## config.mk

```make
export PLATFORM = sky130hd
export DESIGN_NAME = sadc_ctrl
export DESIGN_NICKNAME = d
export VERILOG_FILES = /design/src/logic/sadc_pkg.sv /design/src/logic/sadc_ctrl.sv /design/src/logic/sadc_tick_div.sv
export VERILOG_INCLUDE_DIRS = /design/src /design/src/logic
export SDC_FILE = /design/constraint.sdc
export NUM_CORES = 1
export LEC_CHECK = 0
export BUFFER_PORTS_ARGS = -buffer_cell sky130_fd_sc_hd__buf_4
export CAP_MARGIN = 20
export CORE_UTILIZATION = 48
export CTS_CLUSTER_SIZE = 25
export DETAILED_ROUTE_END_ITERATION = 10
export GPL_ROUTABILITY_DRIVEN = 0
export PLACE_DENSITY = 0.7
export SYNTH_ARGS = -nofsm -noshare
export SYNTH_HDL_FRONTEND = slang
export SYNTH_HIERARCHICAL = 1
export SYNTH_SLANG_ARGS = --single-unit
```

## constraint.sdc

```tcl
create_clock -name core_clk_in -period 2.6 [get_ports core_clk_in]
set_input_delay 0.52 -clock core_clk_in [delete_from_list [all_inputs] [get_ports core_clk_in]]
set_output_delay 0.52 -clock core_clk_in [all_outputs]
set_load 0.005 [all_outputs]
```

## src/logic/sadc_defines.svh

```systemverilog
`ifndef SADC_DEFINES_SVH
`define SADC_DEFINES_SVH

// register offsets on the 8-bit register port
`define SADC_OFS_RESULT 8'hd0
`define SADC_OFS_CTRL 8'hd1
`define SADC_OFS_OPTION 8'he0
`define SADC_OFS_IRQ_STS 8'he1
`define SADC_OFS_IRQ_CLR 8'he2
`define SADC_OFS_IRQ_EN 8'he3

// converter_control_reg field positions
`define SADC_BIT_IRQ_EN 7
`define SADC_BIT_DONE 6
`define SADC_BIT_BEGIN 5
`define SADC_BIT_POWER 4
`define SADC_CTRL_RESET 8'h40

// option and event bit positions
`define SADC_OPT_WAIT_SYNC 0
`define SADC_EVT_DONE 0
`define SADC_EVT_RESTART 1
`define SADC_EVT_BITS 2

// timing: conversion time at the reference oscillator, counted in divided ticks
`define SADC_CLK_DIV 12
`define SADC_REF_OSC_KHZ 8000
`define SADC_CONV_TIME_NS 70000
`define SADC_CONV_TICKS ((`SADC_CONV_TIME_NS * `SADC_REF_OSC_KHZ / 1000000) / `SADC_CLK_DIV)
`define SADC_RES_BITS 8
`define SADC_BIT_TICKS 5
`define SADC_SETUP_TICKS (`SADC_CONV_TICKS - `SADC_RES_BITS * `SADC_BIT_TICKS)

`endif

```

## src/logic/sadc_pkg.sv

```systemverilog
package sadc_pkg;

  typedef enum logic [3:0] {
    SADC_IDLE  = 4'b0001,
    SADC_SYNC  = 4'b0010,
    SADC_SETUP = 4'b0100,
    SADC_BITS  = 4'b1000
  } sadc_state_t;

  typedef struct packed {
    logic irq_en;
    logic done;
    logic begin_conv;
    logic power;
    logic [3:0] unused;
  } sadc_ctrl_t;

  typedef struct packed {
    logic wr;
    logic rd;
    logic [7:0] addr;
    logic [7:0] wdata;
  } sadc_bus_t;

endpackage

```

## src/logic/sadc_ctrl.sv

```systemverilog
`timescale 1ns/100ps
`include "sadc_defines.svh"

module sadc_ctrl import sadc_pkg::*; #(
  parameter int unsigned DIV = `SADC_CLK_DIV,
  parameter int unsigned SETUP_TICKS = `SADC_SETUP_TICKS,
  parameter int unsigned BIT_TICKS = `SADC_BIT_TICKS
) (
  input wire logic core_clk_in,              // oscillator clock, 8 MHz
  input wire logic rst_in,                   // async reset, active high
  input wire logic [7:0] reg_addr_in,        // register address
  input wire logic [7:0] reg_wdata_in,       // register write data
  input wire logic reg_wr_in,                // write strobe
  input wire logic reg_rd_in,                // read strobe
  output logic [7:0] reg_rdata_out,          // read data, cycle after the strobe
  input wire logic wait_entered_in,          // processor is in wait mode
  input wire logic cmp_above_in,             // comparator: input at or above dac code
  output logic [7:0] dac_code_out,           // trial code to the dac
  output logic converter_power_on_out,       // analog power enable
  output logic conv_busy_out,                // a conversion is armed or running
  output logic irq_out                       // level interrupt, vector four line
);

  localparam int CONV_CYC = int'((SETUP_TICKS + `SADC_RES_BITS * BIT_TICKS) * DIV);

  sadc_bus_t bus;
  assign bus = '{wr: reg_wr_in, rd: reg_rd_in, addr: reg_addr_in, wdata: reg_wdata_in};

  // register decode
  wire wr_ctrl = bus.wr && (bus.addr == `SADC_OFS_CTRL);
  wire wr_opt = bus.wr && (bus.addr == `SADC_OFS_OPTION);
  wire wr_clr = bus.wr && (bus.addr == `SADC_OFS_IRQ_CLR);
  wire wr_ien = bus.wr && (bus.addr == `SADC_OFS_IRQ_EN);

  // state
  sadc_state_t state_q;
  sadc_state_t state_d;
  logic done_irq_enable_q;
  logic converter_power_on_q;
  logic done_q;
  logic wait_sync_q;
  logic [7:0] result_q;
  logic [7:0] sar_q;
  logic [2:0] tick_cnt_q;
  logic [2:0] bit_idx_q;
  logic [`SADC_EVT_BITS-1:0] irq_sts_q;
  logic [`SADC_EVT_BITS-1:0] irq_ien_q;
  logic [7:0] rdata_q;
  logic conv_tick;

  // the power bit written together with the begin bit governs the start
  wire begin_conversion_bit = wr_ctrl && bus.wdata[`SADC_BIT_BEGIN];
  wire start_go = begin_conversion_bit && bus.wdata[`SADC_BIT_POWER];
  wire kill = wr_ctrl && !bus.wdata[`SADC_BIT_POWER];
  wire busy = (state_q != SADC_IDLE);
  wire restart = start_go && busy;
  wire running = (state_q == SADC_SETUP) || (state_q == SADC_BITS);
  wire sync_go = (state_q == SADC_SYNC) && wait_entered_in && !start_go && !kill;
  wire div_clr = start_go || sync_go;
  wire div_en = converter_power_on_q && running;
  wire setup_end = (state_q == SADC_SETUP) && conv_tick
    && (tick_cnt_q == 3'(SETUP_TICKS - 1));
  wire bit_end = (state_q == SADC_BITS) && conv_tick && (tick_cnt_q == 3'(BIT_TICKS - 1));
  wire last_bit = (bit_idx_q == 3'd0);
  wire done_evt = bit_end && last_bit && !start_go && !kill;
  wire [7:0] bit_mask = 8'h01 << bit_idx_q;
  wire [7:0] next_mask = 8'h01 << (bit_idx_q - 3'd1);
  // keep the trial bit only if the input is at or above the trial level
  wire [7:0] sar_final = cmp_above_in ? sar_q : (sar_q & ~bit_mask);
  wire [`SADC_EVT_BITS-1:0] evt_set = {restart, done_evt};

  // read path
  sadc_ctrl_t ctrl_rd;
  assign ctrl_rd = '{
    irq_en: done_irq_enable_q,
    done: done_q,
    begin_conv: 1'b0,
    power: converter_power_on_q,
    unused: 4'h0
  };
  wire [7:0] opt_rd = {7'h00, wait_sync_q};
  wire [7:0] sts_rd = {{(8 - `SADC_EVT_BITS){1'b0}}, irq_sts_q};
  wire [7:0] ien_rd = {{(8 - `SADC_EVT_BITS){1'b0}}, irq_ien_q};
  wire [7:0] rdata_d =
    (bus.addr == `SADC_OFS_RESULT) ? result_q :
    (bus.addr == `SADC_OFS_CTRL) ? ctrl_rd :
    (bus.addr == `SADC_OFS_OPTION) ? opt_rd :
    (bus.addr == `SADC_OFS_IRQ_STS) ? sts_rd :
    (bus.addr == `SADC_OFS_IRQ_EN) ? ien_rd : 8'h00;

  sadc_tick_div #(
    .DIV(DIV)
  ) u_div (
    .core_clk_in(core_clk_in),
    .rst_in(rst_in),
    .enable_in(div_en),
    .clear_in(div_clr),
    .tick_out(conv_tick)
  );

  // sequencer
  always_comb begin
    state_d = state_q;
    case (state_q)
      SADC_IDLE: begin
        state_d = SADC_IDLE;
      end
      SADC_SYNC: begin
        if (wait_entered_in) begin
          state_d = SADC_SETUP;
        end
      end
      SADC_SETUP: begin
        if (setup_end) begin
          state_d = SADC_BITS;
        end
      end
      SADC_BITS: begin
        if (bit_end && last_bit) begin
          state_d = SADC_IDLE;
        end
      end
      default: begin
        state_d = SADC_IDLE;
      end
    endcase
    if (start_go) begin
      state_d = wait_sync_q ? SADC_SYNC : SADC_SETUP;
    end else if (kill) begin
      state_d = SADC_IDLE;
    end
  end

  always_ff @(posedge core_clk_in or posedge rst_in) begin
    if (rst_in) begin
      state_q <= SADC_IDLE;
    end else begin
      state_q <= state_d;
    end
  end

  always_ff @(posedge core_clk_in or posedge rst_in) begin
    if (rst_in) begin
      tick_cnt_q <= 3'd0;
    end else if (div_clr || setup_end || bit_end) begin
      tick_cnt_q <= 3'd0;
    end else if (conv_tick) begin
      tick_cnt_q <= tick_cnt_q + 3'd1;
    end
  end

  always_ff @(posedge core_clk_in or posedge rst_in) begin
    if (rst_in) begin
      bit_idx_q <= 3'd7;
      sar_q <= 8'h00;
    end else if (start_go) begin
      bit_idx_q <= 3'd7;
      sar_q <= 8'h00;
    end else if (setup_end) begin
      sar_q <= 8'h80;
    end else if (bit_end) begin
      bit_idx_q <= bit_idx_q - 3'd1;
      sar_q <= last_bit ? sar_final : (sar_final | next_mask);
    end
  end

  always_ff @(posedge core_clk_in or posedge rst_in) begin
    if (rst_in) begin
      result_q <= 8'h00;
    end else if (done_evt) begin
      result_q <= sar_final;
    end
  end

  // a start in the finishing cycle abandons that conversion, so no done is set
  always_ff @(posedge core_clk_in or posedge rst_in) begin
    if (rst_in) begin
      done_q <= 1'(`SADC_CTRL_RESET >> `SADC_BIT_DONE);
    end else if (done_evt) begin
      done_q <= 1'b1;
    end else if (start_go) begin
      done_q <= 1'b0;
    end
  end

  always_ff @(posedge core_clk_in or posedge rst_in) begin
    if (rst_in) begin
      done_irq_enable_q <= 1'b0;
      converter_power_on_q <= 1'b0;
      wait_sync_q <= 1'b0;
      irq_ien_q <= '0;
    end else begin
      if (wr_ctrl) begin
        done_irq_enable_q <= bus.wdata[`SADC_BIT_IRQ_EN];
        converter_power_on_q <= bus.wdata[`SADC_BIT_POWER];
      end
      if (wr_opt) begin
        wait_sync_q <= bus.wdata[`SADC_OPT_WAIT_SYNC];
      end
      if (wr_ien) begin
        irq_ien_q <= bus.wdata[`SADC_EVT_BITS-1:0];
      end
    end
  end

  // sticky events: a new event wins over a clear in the same cycle
  always_ff @(posedge core_clk_in or posedge rst_in) begin
    if (rst_in) begin
      irq_sts_q <= '0;
    end else begin
      irq_sts_q <= evt_set | (irq_sts_q & ~(wr_clr ? bus.wdata[`SADC_EVT_BITS-1:0] : '0));
    end
  end

  always_ff @(posedge core_clk_in or posedge rst_in) begin
    if (rst_in) begin
      rdata_q <= 8'h00;
    end else begin
      rdata_q <= bus.rd ? rdata_d : 8'h00;
    end
  end

  assign reg_rdata_out = rdata_q;
  assign dac_code_out = sar_q;
  assign converter_power_on_out = converter_power_on_q;
  assign conv_busy_out = busy;
  assign irq_out = (done_q && done_irq_enable_q) || (|(irq_sts_q & irq_ien_q));

  // assertion helpers: cycles since the last tick and since the real start
  logic [15:0] gap_q;
  logic [15:0] run_q;
  always_ff @(posedge core_clk_in or posedge rst_in) begin
    if (rst_in) begin
      gap_q <= 16'h0000;
      run_q <= 16'h0000;
    end else begin
      gap_q <= (div_clr || conv_tick) ? 16'h0000 : gap_q + 16'h0001;
      run_q <= div_clr ? 16'h0001 : run_q + 16'h0001;
    end
  end
endmodule

```

## src/logic/sadc_tick_div.sv

```systemverilog
`timescale 1ns/100ps
`include "sadc_defines.svh"

module sadc_tick_div #(
  parameter int unsigned DIV = `SADC_CLK_DIV
) (
  input wire logic core_clk_in, // oscillator clock
  input wire logic rst_in,      // async reset, active high
  input wire logic enable_in,   // count while high
  input wire logic clear_in,    // restart the phase
  output logic tick_out         // one-cycle pulse every DIV cycles
);
  localparam int unsigned CW = (DIV > 1) ? $clog2(DIV) : 1;

  logic [CW-1:0] cnt_q;
  logic [CW-1:0] cnt_d;
  wire last_w = (cnt_q == CW'(DIV - 1));

  assign cnt_d = (clear_in || !enable_in || last_w) ? '0 : cnt_q + 1'b1;
  assign tick_out = enable_in && !clear_in && last_w;

  always_ff @(posedge core_clk_in or posedge rst_in) begin
    if (rst_in) begin
      cnt_q <= '0;
    end else begin
      cnt_q <= cnt_d;
    end
  end

endmodule

```

---- Word level (Yosys, flattened, before mapping) ----
Index checks and enable logic that the tools add are counted.
storage, ports and cells
  register bits ........................... 46
  logic and storage cells ................. 111
cells by class
  $add $sub $neg .......................... 3
  eq/ne operators ......................... 17
  shift operators ......................... 2
  mux-type cells .......................... 27
  bitwise operators ....................... 7
  reductions and logical operators ........ 42
operators by type and width
  kind                   number
  $mux W8                8
  $eq A8 B8 Y1 const B   6
  $mux W4                6
  $logic_and A1 B1 Y1    22
  $mux W3                6
  $shl A1 B3 Y8 const A  2
  $pmux W4 S3            1
  $and A8 B8 Y8          1
  $eq A4 B4 Y1 const B   2
  $mux W2                4
  $ne A4 B4 Y1 const B   2
  $not A8 Y8             1
  $or A8 B8 Y8           1
  $logic_or A1 B1 Y1     7
  $eq A3 B3 Y1 const B   2
  $reduce_bool A2 Y1     3
  $logic_not A1 Y1       5
  $add A4 B1 Y4 const B  1
  $and A2 B2 Y2          2
  $eq A4 B2 Y1 const B   1
  $eq A4 B3 Y1 const B   1
  $ne A4 B1 Y1 const B   1
  $ne A4 B3 Y1 const B   1
  $add A3 B1 Y3 const B  1
  10 further kinds       11

---- Depth between registers and ports, before layout ----
Gate-level depths: netlist of run 1.
  word-level depth ........................ 18
  gate-level depth with buffers ........... 11
  mapped depth without buffers ............ 8

---- Modules after synthesis ----
The synthesis of run 1 kept the hierarchy.
by module, submodules not included
  module         times used  cells an instance  area each (um^2)  sequential area each (um^2)
  sadc_ctrl      1           220                2337.2            1057.3
  sadc_tick_div  1           17                 196.4             100.1

---- Worst setup path before layout of run 1 ----
OpenSTA, ideal clock, no wires.
  path kind ............................... input-to-reg
  from .................................... in reg_addr_in[5]
  to ...................................... reg result_q[3]
  setup time .............................. 0.125 ns
  data arrival time ....................... 2.569 ns
  slack ................................... -0.094 ns
  cell stages on the path ................. 11
  path buffers ............................ 3
  cell sequence ........................... and4b_4 > and3_4 > buf_8 > a22oi_1 > nor3b_1 > buf_2 > and3_1 > nand2_2 > a211oi_4 > buf_6 > mux2_4
on the way
  word-level cells in the longest chain between the ends .. 16
  elaborated cells on any way between the ends .. 18
  those cells by class .................... 1 x eq/ne; 17 x reduce/logical
ends and longest elaborated chain
  item                                RTL line             RTL
  start, declared                     sadc_ctrl.sv:11      input wire logic [7:0] reg_addr_in,
  $eq A8 B8 Y1 (no source line) *     --
  $logic_and A1 B1 Y1 *               sadc_ctrl.sv:30      wire wr_ctrl = bus.wr && (bus.addr == `SADC_OFS_CTRL);
  $logic_and A1 B1 Y1                 sadc_ctrl.sv:52      wire begin_conversion_bit = wr_ctrl && bus.wdata[`SADC_BIT_BEGIN];
  $logic_and A1 B1 Y1                 sadc_ctrl.sv:53      wire start_go = begin_conversion_bit && bus.wdata[`SADC_BIT_POWER];
  $logic_not A1 Y1                    sadc_ctrl.sv:58      wire sync_go = (state_q == SADC_SYNC) && wait_entered_in && !start_go && !kill;
  $logic_and A1 B1 Y1 (2 in a row)    sadc_ctrl.sv:58
  $logic_or A1 B1 Y1 *                sadc_ctrl.sv:59      wire div_clr = start_go || sync_go;
  net div_clr                         sadc_ctrl.sv:59
  $logic_not A1 Y1 *                  sadc_tick_div.sv:20  assign tick_out = enable_in && !clear_in && last_w;
  $logic_and A1 B1 Y1 * (2 in a row)  sadc_tick_div.sv:20
  net conv_tick                       sadc_ctrl.sv:49      logic conv_tick;
  $logic_and A1 B1 Y1 * (2 in a row)  sadc_ctrl.sv:63      wire bit_end = (state_q == SADC_BITS) && conv_tick && (tick_cnt_q == 3'(BIT_TICKS - 1));
  $logic_and A1 B1 Y1 * (3 in a row)  sadc_ctrl.sv:65      wire done_evt = bit_end && last_bit && !start_go && !kill;
  end signal, assigned                sadc_ctrl.sv:171     result_q <= sar_final;
  end, declared                       sadc_ctrl.sv:42      logic [7:0] result_q;
Mark *: on every way through the listed nets, which the timed path passes. The rest lies on a longest branch.
A chain may end at the register's enable or synchronous reset.

---- Final worst setup path of run 1 ----
  from .................................... reg state_q[2]
  to ...................................... reg result_q[0]
on the way
  elaborated cells on any way between the ends .. 17
  those cells by class .................... 3 x eq/ne; 14 x reduce/logical
RTL lines
  item                                          RTL line             RTL
  start, declared                               sadc_ctrl.sv:36      sadc_state_t state_q;
  start signal, assigned                        sadc_ctrl.sv:138     state_q <= state_d;
  $eq A4 B3 Y1 or $eq A4 B4 Y1 (tied branches)  sadc_ctrl.sv:57      wire running = (state_q == SADC_SETUP) || (state_q == SADC_BITS);
  $logic_or A1 B1 Y1 *                          sadc_ctrl.sv:57
  $logic_and A1 B1 Y1 *                         sadc_ctrl.sv:60      wire div_en = converter_power_on_q && running;
  net div_en                                    sadc_ctrl.sv:60
  $logic_and A1 B1 Y1 * (2 in a row)            sadc_tick_div.sv:20
  net conv_tick                                 sadc_ctrl.sv:49
  $logic_and A1 B1 Y1 * (2 in a row)            sadc_ctrl.sv:63
  $logic_and A1 B1 Y1 * (3 in a row)            sadc_ctrl.sv:65
Marked as above.

==> results of run 1 <==
==> cells by family (layout without fill, tap and decap cells) <==
kind of cell / after synthesis / after routing / synth area share (%)
and+or+nand+nor: 87 / 87 / 21.3
AOI/OAI and AO/OA: 46 / 46 / 13.5
DFF: 46 / 46 / 45.7
buffers and inverters: 24 / 72 / 4.54
muxes: 18 / 18 / 8.00
adders and majority gates: 10 / 10 / 4.94
xor gates and xnor gates: 6 / 6 / 2.07
==> final cells by class <==
type	instances	area, um2
well taps	70	87.6
flip-flops and latches	46	1160
clock buffers	5	68.8
fillers	427	2060
inverters	14	52.6
clock inverters	3	25.0
repair buffers	50	375
multi-input cells	167	1280
==> registers in the layout, indices dropped and copies added, names as in the netlist, 2 cells and up <==
| name | cells |
|---|---|
| irq_ien_q | 2 |
| result_q | 8 |
| tick_cnt_q | 3 |
| state_q | 4 |
| dac_code_out | 8 |
| reg_rdata_out | 8 |
| bit_idx_q | 3 |
| irq_sts_q | 2 |
| u_div/cnt_q | 4 |
==> routing by layer <==
layer,up-vias,global-route usage (%),wire length (um)
li1,944,-,-
met1,892,26.5,2320
met2,51,32.8,2340
met3,8,4.42,208
met4,0,6.92,76
met5,-,0,0
==> stage by stage <==
step | instance area [um2] | power, W | cells | setup slack, ps
detailed placement | 2950 | 0.000831 | 347 | -55.9
finish | 3040 | 0.00126 | 355 | 297
floorplan | 2550 | 0.000785 | 237 | -23.3
CTS | 3040 | 0.00128 | 355 | 264
global route | 3040 | 0.00132 | 355 | 83.6
global placement | 2950 | 0.000830 | 347 | 3.03
==> where the power goes <==
part / total [W] / internal (W) / switching, W / leakage [nW]
Sequential: 0.000728 / 0.000721 / 0.00000653 / 0.598
Combinational: 0.0000888 / 0.0000405 / 0.0000483 / 0.818
Clock: 0.000447 / 0.000194 / 0.000253 / 0.0447
Total: 0.00126 / 0.000956 / 0.000308 / 1.46
==> cells in the final DEF, fill, tap and decap left out, types with 4 or more instances in the layout <==
cell type	netlist	layout
sky130_fd_sc_hd__o211ai_1	5	5
sky130_fd_sc_hd__buf_4	0	50
sky130_fd_sc_hd__nor3b_1	4	4
sky130_fd_sc_hd__nand3_1	15	15
sky130_fd_sc_hd__nor2_1	12	12
sky130_fd_sc_hd__ha_1	10	10
sky130_fd_sc_hd__dfstp_2	5	5
sky130_fd_sc_hd__a21oi_1	11	11
sky130_fd_sc_hd__o21ai_0	4	4
sky130_fd_sc_hd__nor3_1	7	7
sky130_fd_sc_hd__nand2_1	17	17
sky130_fd_sc_hd__dfrtp_1	41	41
sky130_fd_sc_hd__mux2_2	6	6
sky130_fd_sc_hd__clkbuf_8	0	5
sky130_fd_sc_hd__nor2b_1	4	4
sky130_fd_sc_hd__inv_1	14	14
sky130_fd_sc_hd__mux2i_1	9	9
==> worst max-delay path, cell delays in order, from the launching register on <==
cell and delay, ps:
sky130_fd_sc_hd__dfrtp_1 440, sky130_fd_sc_hd__nor4b_4 310, sky130_fd_sc_hd__o21a_1 190, sky130_fd_sc_hd__nor3b_1 280
sky130_fd_sc_hd__and3_4 260, sky130_fd_sc_hd__nand2_4 60, sky130_fd_sc_hd__a211oi_4 300, sky130_fd_sc_hd__buf_4 190
sky130_fd_sc_hd__mux2i_1 190
==> worst min-delay path by stage <==
stage	to	slack [ps]	cells after the start
global route	u_div/cnt_q[0]$_DFF_PP0_	100	2
detailed placement	u_div/cnt_q[0]$_DFF_PP0_	420	2
global placement	u_div/cnt_q[0]$_DFF_PP0_	420	2
floorplan	u_div/cnt_q[0]$_DFF_PP0_	290	1
CTS	u_div/cnt_q[0]$_DFF_PP0_	90	2
finish	u_div/cnt_q[0]$_DFF_PP0_	100	2
==> impl_metrics.env, run 1 <==
export IMPL_result_of_the_run="finished, final reports clean"
export IMPL_drcViolationCount=0
export IMPL_grt_first_pass_wirelength_um=8400
export IMPL_ctsLongestPathBuffers=2
export IMPL_floorplan_die_area_mm2=0.00557
export IMPL_synth_avg_cell_area_um2=10.7
export IMPL_post_synth_top_count_cell="sky130_fd_sc_hd__dfrtp_1"
export IMPL_die_h_um=74.7
export IMPL_worst_slew_margin_rel_pct=65.3
export IMPL_unrepaired_setup_endpoints_after_global_routing="false"
export IMPL_end_kind="register"
export IMPL_ir_worst_vdd_uv=231
export IMPL_final_critical_path_time_including_i_o_delays_and_setup_ps=2300
export IMPL_globalRouteOverflowTotal=0
export IMPL_cts_hold_fix_buffers=0
export IMPL_utilization_pct=59.6
export IMPL_rr_endpoint="result_q[0]$_DFFE_PP0P_"
export IMPL_synthFlopType="sky130_fd_sc_hd__dfrtp_1"
export IMPL_tritoncts="done"
export IMPL_fraction_of_final_layout_cells_with_drive_strength_greater_than_1_pct=32.3
export IMPL_antenna_violations_before_repair=0
export IMPL_syn_nets=269
export IMPL_drt_wirelength_per_cell_um=13.9
export IMPL_cts_made_buffers=5
export IMPL_cts_root_buf="sky130_fd_sc_hd__clkbuf_8"
export IMPL_static_leakage_power_nw=1.46
export IMPL_setup_tns_ps=0
export IMPL_worstSetupPathType="register to register"
export IMPL_path_clk_slew_ps=90
export IMPL_ys_ff_latch=46
export IMPL_detailedRoute_firstPassIterationCount=4
export IMPL_setup_worst_path_start_class="register"
export IMPL_rrSetupSlack_ps=300
export IMPL_vias=1895
export IMPL_numClockSinks=46
export IMPL_top_level_ports=41
export IMPL_achievable_frequency_mhz=434
export IMPL_area_delta_synth_final_pct=20.1
export IMPL_path_max_fanout=5
export IMPL_synth_common_cells="41 x sky130_fd_sc_hd__dfrtp_1, 17 x sky130_fd_sc_hd__nand2_1, 15 x sky130_fd_sc_hd__nand3_1"
export IMPL_port_buffers=37
export IMPL_postCtsResizedCells=0
export IMPL_netlist_top_cell_by_area="sky130_fd_sc_hd__dfrtp_1"
export IMPL_start_point_of_the_critical_path="state_q[2]$_DFFE_PP0P_"
export IMPL_post_route_period_util_pct=88.6
export IMPL_worst_pin_slew_ps=521
export IMPL_core_area_mm2=0.00511
export IMPL_die_width_um=74.7
export IMPL_hold_violations=0
export IMPL_hold_class="primary input to asynchronous set/reset pin"
export IMPL_post_synth_instance_area_mm2=0.00253
export IMPL_synth_seq_area_share_pct=45.7
export IMPL_critical_path_reg2reg_startpoint="state_q[2]$_DFFE_PP0P_"
export IMPL_synth_yosys_warnings=6
export IMPL_final_max_slew_viol_count=0
export IMPL_cap_viol_max_count=0
export IMPL_async_flop_share_pct=100
export IMPL_setup_viol=0
export IMPL_clkLatencyLatePin_ps=300
export IMPL_drt_total_wl_um=4950
export IMPL_hold_slack_ps=98.0
export IMPL_maximum_number_of_pins_on_one_net_before_global_route_repair=43
export IMPL_yosys_area_top_type_share_pct=40.5
export IMPL_gr_usage_all_layers_pct=20.1
export IMPL_synth_enable_flop_cells=0
export IMPL_post_synth_inst_count=237
export IMPL_skew_ps=7.95
export IMPL_rows=26
export IMPL_synth_lib_cells_used_distinct=60
export IMPL_drt_vias_per_instance=5.34
export IMPL_num_antenna_cells=0
export IMPL_cell_types_with_the_largest_area_share_after_synthesis="sky130_fd_sc_hd__dfrtp_1 40%, sky130_fd_sc_hd__dfstp_2 5.2%, sky130_fd_sc_hd__ha_1 4.9%"
export IMPL_final_nets=316
export IMPL_post_cts_buffers=0
export IMPL_dp_hpwl_um=3720
export IMPL_grt_pass1_vias=1811
export IMPL_worstSetupEndpoint="result_q[0]$_DFFE_PP0P_"
export IMPL_required_ps=2820
export IMPL_start_util_pct=49.6
export IMPL_cp_data_arrival_time_ps=2530
export IMPL_cts_max_level=2
export IMPL_detail_route_antenna_nets=0
export IMPL_pwr_density_cell_mw_per_mm2=415
export IMPL_count_of_routing_violations_after_the_opening_detailed_route_iteration=93
export IMPL_reg2regPathDepth=8
(Power assumes the default switching activity.)
==> run 2, diff against run 1 <==
--- a/config.mk
+++ b/config.mk
@@ -13,6 +13,7 @@
 export DETAILED_ROUTE_END_ITERATION = 10
 export GPL_ROUTABILITY_DRIVEN = 0
 export PLACE_DENSITY = 0.7
+export RECOVER_POWER = 100
 export SYNTH_ARGS = -nofsm -noshare
 export SYNTH_HDL_FRONTEND = slang
 export SYNTH_HIERARCHICAL = 1
==> run 2 against run 1 <==
Effect of this change: critical path depth grew 2; clock-buffer cell count is the same; cell count is the same; sequential power is essentially flat; maximum frequency shrank 0.71%; hold slack lost 28 ps; first-iteration DRC count grew 17%; design area shrank 1.9%; via count shrank 0.37%; global-route usage is the same; sequential share of layout area grew 0.72 points; utilization shrank 1.1 points; critical path type is now primary input to register; critical endpoint unchanged; largest cell class unchanged.
==> impl_metrics.env, run 2 (synthesis gave the netlist of run 1 again) <==
export IMPL_result_of_the_run="finished, final reports clean"
export IMPL_port_buffers=37
export IMPL_crit_buf_inv=2
export IMPL_final_max_slew_viol_count=0
export IMPL_rows=26
export IMPL_intPower_w=0.000953
export IMPL_layout_filler_cell_count=443
export IMPL_required_ps=2830
export IMPL_drt_wirelength_per_cell_um=13.9
export IMPL_vias=1888
export IMPL_num_antenna_cells=0
export IMPL_dp_hpwl_um=3720
export IMPL_setup_worst_path_start_class="primary input"
export IMPL_drt_total_wl_um=4930
export IMPL_postCtsResizedCells=0
export IMPL_clkLatencyLatePin_ps=310
export IMPL_unrepaired_setup_endpoints_after_global_routing="false"
export IMPL_ir_worst_vdd_uv=231
export IMPL_area_delta_synth_final_pct=17.9
export IMPL_end_kind="register"
export IMPL_skew_ps=8.48
export IMPL_grt_pass1_vias=1811
export IMPL_gr_usage_all_layers_pct=20.1
export IMPL_final_setup_worst_slack_ps=281
export IMPL_maximum_number_of_pins_on_one_net_before_global_route_repair=43
export IMPL_detail_route_antenna_nets=0
export IMPL_path_max_fanout=5
export IMPL_cp_data_arrival_time_ps=2550
export IMPL_rrSetupSlack_ps=290
export IMPL_cp_slowest_stage_delay_ps=320
export IMPL_placed_cells=347
export IMPL_pwr_density_cell_mw_per_mm2=423
export IMPL_cap_viol_max_count=0
export IMPL_cts_made_buffers=5
export IMPL_preCtsSetupSlack_ps=-55.9
export IMPL_die_h_um=74.7
export IMPL_postPlaceCellArea_mm2=0.00295
export IMPL_p_comb_share_pct=6.8
export IMPL_setup_viol=0
export IMPL_top_level_ports=41
export IMPL_cts_max_level=2
export IMPL_cp_top_family="simple AND/OR/NAND/NOR gates"
export IMPL_final_common_cell="sky130_fd_sc_hd__dfrtp_1"
export IMPL_hold_class="primary input to asynchronous set/reset pin"
export IMPL_critical_path_cell_list="clkbuf_4 > and4b_4 > and3_1 > a22oi_1 > nor3b_1 > and3_4 > nand2_4 > a211oi_4 > clkbuf_1 > mux2i_1"
export IMPL_worst_slew_margin_rel_pct=32.7
export IMPL_ctsLongestPathBuffers=2
export IMPL_grt_first_pass_wirelength_um=8400
export IMPL_post_layout_nonfiller_instances=355
export IMPL_cts_root_buf="sky130_fd_sc_hd__clkbuf_8"
export IMPL_cpMaxStageDelayCell="sky130_fd_sc_hd__and4b_4"
export IMPL_share_clk_of_total_power_pct=35.6
export IMPL_worstSetupPathType="primary input to register"
export IMPL_post_route_period_util_pct=89.2
export IMPL_fraction_of_final_layout_cells_with_drive_strength_greater_than_1_pct=27.4
export IMPL_numClockSinks=46
export IMPL_swShare_pct=24.5
export IMPL_power_net_switching_w=0.000310
export IMPL_floorplan_die_area_mm2=0.00557
export IMPL_seq_power_share_pct=57.6
export IMPL_static_leakage_power_nw=1.42
export IMPL_achievable_frequency_mhz=431
export IMPL_detailedRoute_firstPassIterationCount=4
export IMPL_critical_path_reg2reg_startpoint="state_q[0]$_DFFE_PP1P_"
export IMPL_hold_violations=0
export IMPL_tritoncts="done"
export IMPL_postLayoutCellArea_mm2=0.00299
export IMPL_core_area_mm2=0.00511
export IMPL_reg2regPathDepth=8
export IMPL_drt_vias_per_instance=5.32
export IMPL_cts_hold_fix_buffers=0
export IMPL_path_clk_slew_ps=90
export IMPL_final_critical_path_time_including_i_o_delays_and_setup_ps=2320
export IMPL_die_width_um=74.7
export IMPL_hold_slack_ps=69.5
export IMPL_globalRouteOverflowTotal=0
export IMPL_start_point_of_the_critical_path="reg_addr_in[5]"
export IMPL_final_nets=316
export IMPL_setup_tns_ps=0
export IMPL_drcViolationCount=0
export IMPL_most_common_layout_cells="41 x sky130_fd_sc_hd__dfrtp_1, 22 x sky130_fd_sc_hd__buf_4, 20 x sky130_fd_sc_hd__clkbuf_4"
export IMPL_worst_pin_slew_ps=1010
export IMPL_rr_endpoint="result_q[0]$_DFFE_PP0P_"
export IMPL_start_util_pct=49.6
export IMPL_count_of_routing_violations_after_the_opening_detailed_route_iteration=109
export IMPL_antenna_violations_before_repair=0
export IMPL_post_cts_buffers=0
run 2: worst max path at each step:
stage / endpoint / slack, ps / depth (start not counted)
floorplan: result_q[3]$_DFFE_PP0P_ / -20 / 11
global placement: result_q[5]$_DFFE_PP0P_ / 3 / 10
detailed placement: result_q[0]$_DFFE_PP0P_ / -60 / 10
CTS: result_q[0]$_DFFE_PP0P_ / 260 / 8
global route: result_q[2]$_DFFE_PP0P_ / 50 / 8
finish: result_q[0]$_DFFE_PP0P_ / 280 / 10
run 2: layout make-up:
class                   instances  area (um2)  area share [%]
flip-flops and latches         46        1160            38.8
multi-input cells             167        1250            41.8
inverters                      14        52.6            1.76
clock inverters                 3        25.0           0.838
clock buffers                   5        68.8            2.30
well taps                      70        87.6            2.93
repair buffers                 50         348            11.6
run 2: worst reg2reg max path, delay by kind of cell, from the launching register on:
family	cells	cell delay [ps]
and+or+nand+nor	4	950
AOI/OAI and AO/OA	2	440
DFF	1	430
muxes	1	210
buffers and inverters	1	200
run 2: layer usage:
metal	up-vias	wire (um)	track usage (%)
met3	8	230	4.42
met5	-	0	0
li1	944	-	-
met2	56	2310	32.8
met1	880	2310	26.5
met4	0	76	6.92
run 2: through the flow:
step	util, %	total power [W]
floorplan	-	0.000785
global placement	57.7	0.000830
detailed placement	57.7	0.000831
CTS	59.6	0.00128
global route	58.5	0.00132
finish	58.5	0.00126
run 2: power by group through the flow:
stage	clock (W)	combinational [W]	sequential [W]
2_1_floorplan	0	0.0000467	0.000739
3_3_place_gp	0	0.0000886	0.000742
3_5_place_dp	0	0.0000892	0.000742
4_1_cts	0.000463	0.0000899	0.000728
5_1_grt	0.000497	0.0000958	0.000729
6_report	0.000450	0.0000857	0.000728
==> run 3, diff against run 2 <==
--- a/config.mk
+++ b/config.mk
@@ -12,7 +12,7 @@
 export CTS_CLUSTER_SIZE = 25
 export DETAILED_ROUTE_END_ITERATION = 10
 export GPL_ROUTABILITY_DRIVEN = 0
-export PLACE_DENSITY = 0.7
+export PLACE_DENSITY_LB_ADDON = 0.3
 export RECOVER_POWER = 100
 export SYNTH_ARGS = -nofsm -noshare
 export SYNTH_HDL_FRONTEND = slang
==> run 3 against run 2 <==
Effect of this change: die area did not move; global-route usage rose by 0.71 points; register-to-register slack got worse by 30 ps; critical path type is now register to register; utilization rose by 0.22 points; via count rose by 2.9%.
==> impl_metrics.env, run 3 (synthesis gave the netlist of run 1 again) <==
export IMPL_vias=1943
export IMPL_cts_max_level=2
export IMPL_cp_slowest_stage_delay_ps=510
export IMPL_hold_violations=0
export IMPL_required_ps=2800
export IMPL_grt_first_pass_wirelength_um=8690
export IMPL_core_area_mm2=0.00511
export IMPL_gr_usage_all_layers_pct=20.8
export IMPL_cell_repeated_most_along_the_worst_path="sky130_fd_sc_hd__nand2_1"
export IMPL_worst_pin_slew_ps=1040
export IMPL_final_max_slew_viol_count=0
export IMPL_area_delta_synth_final_pct=18.3
export IMPL_count_of_routing_violations_after_the_opening_detailed_route_iteration=73
export IMPL_floorplan_die_area_mm2=0.00557
export IMPL_pwr_density_cell_mw_per_mm2=423
export IMPL_post_cts_buffers=0
export IMPL_die_h_um=74.7
export IMPL_ir_worst_vdd_uv=217
export IMPL_static_leakage_power_nw=1.43
export IMPL_rows=26
export IMPL_detail_route_antenna_nets=0
export IMPL_cp_data_arrival_time_ps=2540
export IMPL_achievable_frequency_mhz=428
export IMPL_drt_wirelength_per_cell_um=14.7
export IMPL_port_buffers=37
export IMPL_worstSetupPathType="register to register"
export IMPL_tritoncts="done"
export IMPL_cts_root_buf="sky130_fd_sc_hd__clkbuf_8"
export IMPL_num_antenna_cells=0
export IMPL_drcViolationCount=0
export IMPL_path_max_fanout=11
export IMPL_crit_buf_inv=1
export IMPL_cap_viol_max_count=0
export IMPL_reg2regPathDepth=9
export IMPL_worst_slew_margin_rel_pct=30.8
export IMPL_total_power_w=0.00127
export IMPL_maximum_number_of_pins_on_one_net_before_global_route_repair=43
export IMPL_top_level_ports=41
export IMPL_clkLatencyLatePin_ps=310
export IMPL_post_route_period_util_pct=89.9
export IMPL_die_width_um=74.7
export IMPL_drt_total_wl_um=5220
export IMPL_critical_path_cell_list="nor4b_1 > nand2_1 > a22oi_1 > nor3b_1 > and3_4 > nand2_4 > buf_4 > nand2_1 > o211a_1"
export IMPL_start_util_pct=49.6
export IMPL_crit_cells=9
export IMPL_postPlaceCellArea_mm2=0.00296
export IMPL_postCtsResizedCells=0
export IMPL_final_common_cell="sky130_fd_sc_hd__dfrtp_1"
export IMPL_layout_filler_cell_count=446
export IMPL_placed_cells=348
export IMPL_final_nets=317
export IMPL_setup_worst_path_start_class="register"
export IMPL_detailedRoute_firstPassIterationCount=5
export IMPL_unrepaired_setup_endpoints_after_global_routing="false"
export IMPL_result_of_the_run="finished, final reports clean"
export IMPL_postLayoutCellArea_mm2=0.00300
export IMPL_cp_top_family="simple AND/OR/NAND/NOR gates"
export IMPL_hold_class="primary input to asynchronous set/reset pin"
export IMPL_cts_hold_fix_buffers=0
export IMPL_skew_ps=8.91
export IMPL_setup_viol=0
export IMPL_numClockSinks=46
export IMPL_end_kind="register"
export IMPL_cts_made_buffers=5
export IMPL_most_common_layout_cells="41 x sky130_fd_sc_hd__dfrtp_1, 23 x sky130_fd_sc_hd__buf_4, 21 x sky130_fd_sc_hd__clkbuf_4"
export IMPL_final_critical_path_time_including_i_o_delays_and_setup_ps=2340
export IMPL_post_layout_nonfiller_instances=356
export IMPL_dp_hpwl_um=3850
export IMPL_antenna_violations_before_repair=0
export IMPL_fraction_of_final_layout_cells_with_drive_strength_greater_than_1_pct=28.0
export IMPL_path_clk_slew_ps=90
export IMPL_ctsLongestPathBuffers=2
export IMPL_drt_vias_per_instance=5.46
export IMPL_globalRouteOverflowTotal=0
export IMPL_grt_pass1_vias=1858
export IMPL_cpMaxStageDelayCell="sky130_fd_sc_hd__nor4b_1"
-- run 3: area by class of cell --
class | instances | area (um2) | share of cell area [%]
inverter | 14 | 52.6 | 1.75
clock inverter | 3 | 25.0 | 0.835
multi-input combinational | 167 | 1250 | 41.6
sequential | 46 | 1160 | 38.6
timing repair buffer | 51 | 359 | 12.0
tap | 70 | 87.6 | 2.92
clock buffer | 5 | 68.8 | 2.30
-- run 3: report_power, final --
part           switching [W]  total [W]  internal, W
sequential        0.00000671   0.000728     0.000721
clock               0.000261   0.000455     0.000194
combinational      0.0000482  0.0000867    0.0000385
total               0.000316    0.00127     0.000954
-- run 3: path summary, 6_finish.rpt --
check                           slack, ps                     from                       endpoint
min in group core_clk_in              450          reg_wdata_in[7]  done_irq_enable_q$_DFFE_PP0N_
worst min-delay path                   80                   rst_in       u_div/cnt_q[1]$_DFF_PP0_
worst max register to register        260   state_q[2]$_DFFE_PP0P_    dac_code_out[7]$_DFFE_PP0P_
worst max-delay path                  260   state_q[2]$_DFFE_PP0P_    dac_code_out[7]$_DFFE_PP0P_
max in group asynchronous            1440                   rst_in         state_q[3]$_DFFE_PP0P_
worst min register to register        500  result_q[3]$_DFFE_PP0P_     reg_rdata_out[3]$_DFF_PP0_
-- run 3: metal layers --
layer | global-route usage, % | routed length, um
met1 | 26.9 | 2370
met2 | 34.2 | 2510
met3 | 3.88 | 227
met4 | 9.22 | 107
met5 | 0 | 0
-- run 3: per-stage QoR --
step | setup WS, ps | hold slack [ps] | setup TNS [ps] | utilization (%)
after floorplan | -23.3 | 286 | -70.0 | -
after global placement | 10.3 | 421 | 0 | 57.9
after detailed placement | -9.98 | 434 | -22.3 | 57.9
after CTS | 253 | 95.8 | 0 | 59.7
after global routing | 30.2 | 106 | 0 | 58.7
final | 263 | 83.6 | 0 | 58.7
